===== config.mk =====
export PLATFORM = sky130hd
export DESIGN_NAME = usfb_bank
export DESIGN_NICKNAME = d
export VERILOG_FILES = /design/src/hdl/usfb_pkg.sv /design/src/hdl/usfb_bank.sv
export SDC_FILE = /design/constraint.sdc
export NUM_CORES = 2
export LEC_CHECK = 0
export BUFFER_PORTS_ARGS = -buffer_cell sky130_fd_sc_hd__buf_2
export CAP_MARGIN = 20
export CORE_ASPECT_RATIO = 0.7
export CORE_MARGIN = 2
export CORE_UTILIZATION = 60
export DETAILED_ROUTE_END_ITERATION = 8
export MAX_ROUTING_LAYER = met4
export PLACE_DENSITY_LB_ADDON = 0.15
export SLEW_MARGIN = 20
export SYNTH_ARGS = -nofsm -noshare
export SYNTH_HDL_FRONTEND = slang
export SYNTH_SLANG_ARGS = --single-unit

===== constraint.sdc =====
create_clock -name mclk -period 26.1 [get_ports mclk]
set_input_delay 2.61 -clock mclk [delete_from_list [all_inputs] [get_ports mclk]]
set_output_delay 2.61 -clock mclk [all_outputs]
set_load 0.02 [all_outputs]

===== src/hdl/usfb_pkg.sv =====
`default_nettype none
package usfb_pkg;
   localparam int unsigned ADDR_W = 16;
   localparam logic [13:0] IDX_STEP_MODE = 14'h205b;
   localparam logic [13:0] IDX_POLE_COMP = 14'h2060;
   localparam logic [13:0] IDX_VEL_NUM = 14'h2061;
   localparam logic [13:0] IDX_VEL_DEN = 14'h2062;
   localparam logic [13:0] IDX_ACC_NUM = 14'h2063;
   localparam logic [13:0] IDX_ACC_DEN = 14'h2064;
   localparam logic [13:0] IDX_JERK_NUM = 14'h2065;
   localparam logic [13:0] IDX_JERK_DEN = 14'h2066;
   localparam logic [13:0] IDX_BOOT_DELAY = 14'h2084;
   localparam logic [13:0] IDX_AVAIL = 14'h2101;
   localparam logic [13:0] IDX_CONTROL = 14'h2102;
   localparam logic [13:0] IDX_ACTIVE = 14'h2103;
   localparam logic [13:0] IDX_SW_MASK = 14'h2104;
   localparam logic [13:0] IDX_STAT_COUNT = 14'h2105;
   localparam logic [13:0] IDX_SCALE_STAT = 14'h2106;
   localparam logic [31:0] RST_STEP_MODE = 32'h0000_0000;
   localparam logic [31:0] RST_POLE_COMP = 32'h0000_0001;
   localparam logic [31:0] RST_NUM = 32'h0000_0001;
   localparam logic [31:0] RST_DEN = 32'h0000_003c;
   localparam logic [31:0] RST_BOOT_DELAY = 32'h0000_0000;
   localparam logic [31:0] RST_AVAIL = 32'h0000_0040;
   localparam logic [31:0] RST_CONTROL = 32'h0000_0040;
   localparam logic [31:0] RST_SW_MASK = 32'h0000_0000;
   localparam logic [31:0] STAT_COUNT = 32'h0000_0002;
   localparam logic [31:0] MODE_CLK_DIR = 32'h0000_0000;
   localparam logic [31:0] MODE_CW_CCW = 32'h0000_0001;
   localparam logic [31:0] COMP_ON = 32'h0000_0001;
   localparam int unsigned USB_BIT = 0;
   localparam int unsigned RS485_BIT = 1;
   localparam int unsigned RS232_BIT = 2;
   localparam int unsigned CAN_BIT = 3;
   localparam int unsigned ETHERNET_PORT_BIT = 4;
   localparam int unsigned INDUSTRIAL_ETHER_BIT = 5;
   localparam int unsigned SPI_BIT = 6;
   localparam int unsigned SERIAL_MODBUS_BIT = 16;
   localparam int unsigned TCP_MODBUS_BIT = 17;
   localparam int unsigned INDUSTRIAL_IP_BIT = 18;
   localparam int unsigned PHY_LSB = 0;
   localparam int unsigned PHY_MSB = 15;
   localparam int unsigned PROTO_LSB = 16;
   localparam int unsigned PROTO_MSB = 31;
   localparam int unsigned SCALE_STEPS = 64;
   localparam int unsigned CLK_HZ = 20000000;
   localparam int unsigned MS_PER_S = 1000;
   localparam int unsigned BOOT_UNIT_MS = 1;
   localparam int unsigned CYCLES_PER_MS = CLK_HZ / MS_PER_S * BOOT_UNIT_MS;
   localparam logic [1:0] KIND_VEL = 2'h0;
   localparam logic [1:0] KIND_ACC = 2'h1;
   localparam logic [1:0] KIND_JERK = 2'h2;
   typedef enum logic [2:0] {
      SC_IDLE = 3'b001,
      SC_MUL = 3'b010,
      SC_DIV = 3'b100
   } usfb_scale_t;
endpackage : usfb_pkg
`default_nettype wire


===== src/hdl/usfb_bank.sv =====
`default_nettype none
module usfb_bank #(
   parameter int unsigned MS_CYCLES = usfb_pkg::CYCLES_PER_MS,
   parameter logic [31:0] AVAIL_MAP = usfb_pkg::RST_AVAIL,
   parameter logic [31:0] SW_MASK = usfb_pkg::RST_SW_MASK,
   parameter int unsigned PP_W = 8
) (
   input wire logic mclk, // system clock
   input wire logic resetn, // async reset, active low
   input wire logic [usfb_pkg::ADDR_W-1:0] addr, // byte address
   input wire logic [31:0] wdata, // write data
   input wire logic wr, // write strobe
   input wire logic rd, // read strobe
   output logic [31:0] rdata, // read data, cycle after rd
   input wire logic step_a, // clock or cw pulse pin
   input wire logic step_b, // direction or ccw pulse pin
   output logic step_pulse, // one step taken
   output logic step_cw, // direction of last step
   input wire logic [PP_W-1:0] pole_pairs, // motor pole-pair count
   input wire logic scale_start, // start a conversion
   input wire logic [1:0] scale_kind, // vel, acc or jerk
   input wire logic [31:0] scale_in, // user-unit value
   output logic scale_busy, // conversion running
   output logic scale_done, // result valid pulse
   output logic [31:0] scale_out, // internal-unit result
   output logic scale_err, // zero denominator
   output logic scale_ovf, // result exceeds 32 bits
   output logic ready, // functional readiness
   output logic [31:0] bus_active // active fieldbuses
);
   logic rst_q1;
   logic rst_q2;
   logic rst_n;
   always_ff @(posedge mclk or negedge resetn) begin
      if (!resetn) begin
         rst_q1 <= 1'b0;
         rst_q2 <= 1'b0;
      end else begin
         rst_q1 <= 1'b1;
         rst_q2 <= rst_q1;
      end
   end
   assign rst_n = rst_q2;

   logic [13:0] idx;
   logic [31:0] step_mode;
   logic [31:0] pole_comp;
   logic [31:0] num [3];
   logic [31:0] den [3];
   logic [31:0] boot_delay;
   logic [31:0] control;
   logic [31:0] active;
   assign idx = addr[15:2];

   function automatic logic [1:0] num_sel(input logic [13:0] i);
      case (i)
         usfb_pkg::IDX_VEL_NUM: num_sel = 2'h1;
         usfb_pkg::IDX_ACC_NUM: num_sel = 2'h2;
         usfb_pkg::IDX_JERK_NUM: num_sel = 2'h3;
         default: num_sel = 2'h0;
      endcase
   endfunction : num_sel

   function automatic logic [1:0] den_sel(input logic [13:0] i);
      case (i)
         usfb_pkg::IDX_VEL_DEN: den_sel = 2'h1;
         usfb_pkg::IDX_ACC_DEN: den_sel = 2'h2;
         usfb_pkg::IDX_JERK_DEN: den_sel = 2'h3;
         default: den_sel = 2'h0;
      endcase
   endfunction : den_sel

   always_ff @(posedge mclk or negedge rst_n) begin
      if (!rst_n) begin
         step_mode <= usfb_pkg::RST_STEP_MODE;
         pole_comp <= usfb_pkg::RST_POLE_COMP;
         boot_delay <= usfb_pkg::RST_BOOT_DELAY;
         control <= usfb_pkg::RST_CONTROL;
      end else if (wr) begin
         if (idx == usfb_pkg::IDX_STEP_MODE) begin
            step_mode <= wdata;
         end
         if (idx == usfb_pkg::IDX_POLE_COMP) begin
            pole_comp <= wdata;
         end
         if (idx == usfb_pkg::IDX_BOOT_DELAY) begin
            boot_delay <= wdata;
         end
         if (idx == usfb_pkg::IDX_CONTROL) begin
            control <= wdata;
         end
      end
   end

   // three scale pairs share one decode
   for (genvar k = 0; k < 3; k++) begin : g_pair
      always_ff @(posedge mclk or negedge rst_n) begin
         if (!rst_n) begin
            num[k] <= usfb_pkg::RST_NUM;
            den[k] <= usfb_pkg::RST_DEN;
         end else if (wr) begin
            if (num_sel(idx) == 2'(k + 1)) begin
               num[k] <= wdata;
            end
            if (den_sel(idx) == 2'(k + 1)) begin
               den[k] <= wdata;
            end
         end
      end
   end

   // bits that name no bus can never be switched on
   localparam logic [31:0] BUS_BITS = (32'h1 << usfb_pkg::USB_BIT)
      | (32'h1 << usfb_pkg::RS485_BIT)
      | (32'h1 << usfb_pkg::RS232_BIT)
      | (32'h1 << usfb_pkg::CAN_BIT)
      | (32'h1 << usfb_pkg::ETHERNET_PORT_BIT)
      | (32'h1 << usfb_pkg::INDUSTRIAL_ETHER_BIT)
      | (32'h1 << usfb_pkg::SPI_BIT)
      | (32'h1 << usfb_pkg::SERIAL_MODBUS_BIT)
      | (32'h1 << usfb_pkg::TCP_MODBUS_BIT)
      | (32'h1 << usfb_pkg::INDUSTRIAL_IP_BIT);
   localparam logic [31:0] SW_LIVE = SW_MASK & AVAIL_MAP & BUS_BITS;

   // active state: non-switchable bits and absent buses never move
   always_ff @(posedge mclk or negedge rst_n) begin
      if (!rst_n) begin
         active <= usfb_pkg::RST_CONTROL;
      end else if (wr && idx == usfb_pkg::IDX_CONTROL) begin
         active <= (active & ~SW_MASK) | (wdata & SW_LIVE);
      end
   end
   assign bus_active = active;

   logic [31:0] scale_stat;
   assign scale_stat = {29'h0, scale_ovf, scale_err, scale_busy};

   always_ff @(posedge mclk or negedge rst_n) begin
      if (!rst_n) begin
         rdata <= 32'h0;
      end else if (rd) begin
         if (num_sel(idx) != 2'h0) begin
            rdata <= num[num_sel(idx) - 2'h1];
         end else if (den_sel(idx) != 2'h0) begin
            rdata <= den[den_sel(idx) - 2'h1];
         end else begin
            unique case (idx)
               usfb_pkg::IDX_STEP_MODE: rdata <= step_mode;
               usfb_pkg::IDX_POLE_COMP: rdata <= pole_comp;
               usfb_pkg::IDX_BOOT_DELAY: rdata <= boot_delay;
               usfb_pkg::IDX_AVAIL: rdata <= AVAIL_MAP;
               usfb_pkg::IDX_CONTROL: rdata <= control;
               usfb_pkg::IDX_ACTIVE: rdata <= active;
               usfb_pkg::IDX_SW_MASK: rdata <= SW_MASK;
               usfb_pkg::IDX_STAT_COUNT: rdata <= usfb_pkg::STAT_COUNT;
               usfb_pkg::IDX_SCALE_STAT: rdata <= scale_stat;
               default: rdata <= 32'h0;
            endcase
         end
      end else begin
         rdata <= 32'h0;
      end
   end

   // step input decode; pins are synchronous so one stage finds edges
   logic a_q;
   logic b_q;
   logic a_rise;
   logic b_rise;
   assign a_rise = step_a & ~a_q;
   assign b_rise = step_b & ~b_q;
   always_ff @(posedge mclk or negedge rst_n) begin
      if (!rst_n) begin
         a_q <= 1'b0;
         b_q <= 1'b0;
         step_pulse <= 1'b0;
         step_cw <= 1'b1;
      end else begin
         a_q <= step_a;
         b_q <= step_b;
         if (step_mode == usfb_pkg::MODE_CW_CCW) begin
            // simultaneous edges: cw wins, ccw is dropped
            step_pulse <= a_rise | b_rise;
            if (a_rise) begin
               step_cw <= 1'b1;
            end else if (b_rise) begin
               step_cw <= 1'b0;
            end
         end else begin
            step_pulse <= a_rise;
            if (a_rise) begin
               step_cw <= ~step_b;
            end
         end
      end
   end

   // scaling: one mul cycle, then 64 restoring-division steps
   usfb_pkg::usfb_scale_t sc_state;
   logic [63:0] dividend;
   logic [31:0] divisor;
   logic [31:0] rem;
   logic [6:0] step_cnt;
   logic [31:0] sel_num;
   logic [31:0] sel_den;
   logic [32:0] trial;
   logic [1:0] kind_q;
   assign sel_num = num[kind_q];
   assign sel_den = den[kind_q];
   assign trial = {rem, dividend[63]} - {1'b0, divisor};
   assign scale_busy = (sc_state != usfb_pkg::SC_IDLE);

   always_ff @(posedge mclk or negedge rst_n) begin
      if (!rst_n) begin
         sc_state <= usfb_pkg::SC_IDLE;
         dividend <= 64'h0;
         divisor <= 32'h0;
         rem <= 32'h0;
         step_cnt <= 7'h0;
         kind_q <= 2'h0;
         scale_done <= 1'b0;
         scale_out <= 32'h0;
         scale_err <= 1'b0;
         scale_ovf <= 1'b0;
      end else begin
         scale_done <= 1'b0;
         unique case (sc_state)
            usfb_pkg::SC_IDLE: begin
               if (scale_start && scale_kind != 2'h3) begin
                  kind_q <= scale_kind;
                  dividend <= {32'h0, scale_in};
                  sc_state <= usfb_pkg::SC_MUL;
               end
            end
            usfb_pkg::SC_MUL: begin
               if (sel_den == 32'h0) begin
                  scale_err <= 1'b1;
                  scale_ovf <= 1'b0;
                  scale_out <= 32'h0;
                  scale_done <= 1'b1;
                  sc_state <= usfb_pkg::SC_IDLE;
               end else begin
                  // product kept to 64 bits; huge pole-pair products wrap
                  if (pole_comp == usfb_pkg::COMP_ON) begin
                     dividend <= 64'(dividend[31:0] * sel_num * pole_pairs);
                  end else begin
                     dividend <= 64'(dividend[31:0] * sel_num);
                  end
                  divisor <= sel_den;
                  rem <= 32'h0;
                  step_cnt <= 7'h0;
                  sc_state <= usfb_pkg::SC_DIV;
               end
            end
            usfb_pkg::SC_DIV: begin
               if (!trial[32]) begin
                  rem <= trial[31:0];
                  dividend <= {dividend[62:0], 1'b1};
               end else begin
                  rem <= {rem[30:0], dividend[63]};
                  dividend <= {dividend[62:0], 1'b0};
               end
               step_cnt <= step_cnt + 7'h1;
               if (step_cnt == 7'(usfb_pkg::SCALE_STEPS - 1)) begin
                  scale_out <= {dividend[30:0], ~trial[32]};
                  scale_ovf <= |dividend[62:31];
                  scale_err <= 1'b0;
                  scale_done <= 1'b1;
                  sc_state <= usfb_pkg::SC_IDLE;
               end
            end
         endcase
      end
   end

   // boot delay: compare live so a late write still lengthens the wait
   logic [31:0] ms_cnt;
   logic [$clog2(MS_CYCLES+1)-1:0] tick_cnt;
   always_ff @(posedge mclk or negedge rst_n) begin
      if (!rst_n) begin
         ms_cnt <= 32'h0;
         tick_cnt <= '0;
         ready <= 1'b0;
      end else if (!ready) begin
         if (ms_cnt >= boot_delay) begin
            ready <= 1'b1;
         end else if (tick_cnt == $bits(tick_cnt)'(MS_CYCLES - 1)) begin
            tick_cnt <= '0;
            ms_cnt <= ms_cnt + 32'h1;
         end else begin
            tick_cnt <= tick_cnt + $bits(tick_cnt)'(1);
         end
      end
   end

   // reference product for the result check
   logic [63:0] exp_q;
   always_ff @(posedge mclk or negedge rst_n) begin
      if (!rst_n) begin
         exp_q <= 64'h0;
      end else if (sc_state == usfb_pkg::SC_MUL && pole_comp == usfb_pkg::COMP_ON) begin
         exp_q <= 64'(dividend[31:0] * sel_num * pole_pairs);
      end else if (sc_state == usfb_pkg::SC_MUL) begin
         exp_q <= 64'(dividend[31:0] * sel_num);
      end
   end
endmodule : usfb_bank
`default_nettype wire


==> metrics.txt <==
GR Util met3 10.2%; GRT Util Overall 36.2%; Worst setup EP type flop; synth warn 0; Core Box Area 0.129 sq mm; Slew @ Worst Pin 1.30 ns; HPWL Detailed 169 mm; Worst R2R Path Depth 46; startpoint types flop; post-CTS setup repair buffer count 0; max cap viols 0; CTS max path bufs 3; highest cell delay on the worst timing path 1.04 ns; commonest non-fill, non-tap cell in the layout fa_1; top_reg_cell synth dfrtp_1; post-route clock skew 0.0284 ns; PD cells 45.1 mW/mm^2; Post-Syn Instances 8278; setup TNS 0 ns; root buffer cell clkbuf_16; Die Y 305 um; fmax 62.4 MHz; Pins Over Slew Limit 0; initial antenna violation count 5; later-pin clock latency in the skew report 0.72 ns; Most Crowded Layer GR met1; total gr overflow 0; Critical R2R Launch kind_q[1]; most frequent cells in the layout 1245 x fa_1, 1244 x inv_1, 1165 x nand2_1, 821 x and2_1, 551 x dfrtp_1; Final Hold Vio Count 0; post-detailed-route DRC marker count 0; DR iter-0 viols 6019; Yosys reg bits 581; GR Layer Usage met2 50.5%; I/O pin cnt 200; Placer Congestion 0.952; Via Count 59400; Seq/Total Area, Yosys 18.7%; initial core utilization 60.5%; critical path class reg -> reg; Worst Path Max Fanout 38; relative slew slack 12.9%; TritonCTS Buffers 61; vias in the first global route 61700; final instance area 0.0825 sq mm; fillers 10800; Die X 434 um; WL per Instance 22.7 um; vias per cell 5.97; Worst EP arrival 16.60 ns; GRT met1 Usage 52.7%; fraction of layout cells with a size suffix above 1 11.3%; maximum VDD drop 229 uV; Final Setup Violations 0; Post-synth EDFFs 0; placement-stage cell area 0.0802 sq mm; Cell variety after synth 95; Leakage 40.8 nW; Hold/Removal Path Class reg -> reg; Final Cycle Share 61.4%; Rows 110; Post-DRT Antenna Nets 0; largest net degree at the start of global routing 179; number of I/O port buffers 165; first-pass GRT wire length 361 mm; CTS Hold Buffers Added 0; DRT Pass-1 Iters 7; Synth Cell Area 0.0778 sq mm; RSZ-0062 raised after global routing no; die area 0.133 sq mm; Crit path top cell by count fa_1; post-CTS sizing 0; clk sinks 581; Post-Route WL 226 mm; CTS tree yes; worst hold path depth 0; asr flop ratio synth 100%; clock slew at reported path FFs 0.07 ns; Tmin final 16.02 ns; Synth-to-Final Area Change 6.04%; CP required 26.68 ns; HP Start rst_q1; Post-Syn Area per Cell 9.39 sq um; CP Launch Point kind_q[1]; outcome complete, no violations; crit path max-delay cell type a211oi_2; layout net count 9912; H-Tree Depth 2
==> worst max-delay path, delay by kind of cell (launching register included) <==
kind / cells / cell delay, ns
buffers and inverters: 7 / 1.43
AND/OR/NAND/NOR: 5 / 1.62
AO/OA/AOI/OAI: 18 / 4.42
adder cells (fa/ha/maj): 14 / 6.46
flip-flops: 1 / 0.79
XOR/XNOR: 2 / 1.07
==> kinds of logic after synthesis <==
logic type / after synthesis / share of synthesized area, %
flip-flops: 581 / 18.7
buffers and inverters: 1772 / 8.85
adder cells (fa/ha/maj): 1655 / 38.7
XOR/XNOR: 192 / 2.25
AND/OR/NAND/NOR: 2608 / 16.4
AO/OA/AOI/OAI: 993 / 8.39
multiplexers: 475 / 6.74
other: 2 / 0.00966
==> cell usage after synthesis, drive strengths merged, types with 38 or more instances <==
cell	number	area, sq um
clkbuf	394	1530
a221o	38	382
a22oi	43	323
nor4	43	275
nor2b	39	244
xnor2	130	1140
nand2	1168	4390
fa	1245	24900
xor2	58	516
nand4	40	250
dfrtp	562	14100
nand3	100	505
a21o	89	668
mux2	386	4350
mux2i	89	891
and3	60	382
a21oi	212	1070
buf	133	672
nor2	225	847
and2	824	5160
ha	410	5130
inv	1244	4670
o21ai	300	1510
a222oi	40	400
o211ai	57	428
==> power by group <==
group / total [mW] / internal [mW] / switching [mW]
registers: 1.13 / 0.988 / 0.146
clock network: 0.923 / 0.514 / 0.409
logic: 1.66 / 0.508 / 1.15
==> worst paths after layout <==
check | endpoint | slack, ns
worst min-delay path | rst_n | 0.35
worst max register to register | dividend[63] | 10.08
min in group asynchronous | step_cnt[3] | 0.36
max in group asynchronous | num[48] | 23.34
worst max-delay path | dividend[63] | 10.08
worst min register to register | rst_n | 0.35
==> per-stage QoR <==
| step | hold slack, ns | util (%) | power (mW) | std cells | setup WS, ns |
|---|---|---|---|---|---|
| global route | 0.369 | 64.1 | 3.89 | 9951 | 9.52 |
| global placement | 0.342 | 62.4 | 2.72 | 9828 | 10.56 |
| CTS | 0.360 | 64.0 | 3.68 | 9943 | 10.42 |
| detailed placement | 0.344 | 62.4 | 2.75 | 9829 | 10.52 |
| floorplan | 0.331 | - | 2.18 | 8309 | 8.74 |
| finish | 0.354 | 64.1 | 3.72 | 9959 | 10.08 |
==> layout make-up <==
type	count	area, sq um	share of cell area (%)
diodes	12	30.0	0.0364
repair buffers	315	2060	2.50
flip-flops and latches	581	14600	17.7
well taps	1736	2170	2.63
clock buffers	89	1740	2.11
inverters	1245	4670	5.67
multi-input cells	5956	56900	69.0
clock inverters	25	307	0.372
==> layer usage <==
metal | vias up | part of all wire (%) | routed length (um)
met3 | 356 | 11 | 25700
met1 | 30500 | 44 | 98600
met5 | - | 0 | 0
met2 | 2693 | 43 | 96200
met4 | 0 | 2.4 | 5540
li1 | 25900 | - | -
==> registers in the layout (all words and copies together), names as in the netlist, 2 cells and up <==
register	count
boot_delay	32
control	32
tick_cnt	15
step_cnt	7
num	96
pole_comp	32
rdata	32
den	96
scale_out	32
kind_q	2
rem	32
sc_state	3
step_mode	32
divisor	32
ms_cnt	32
dividend	64
No activity file was read; power rests on OpenSTA's default activity.
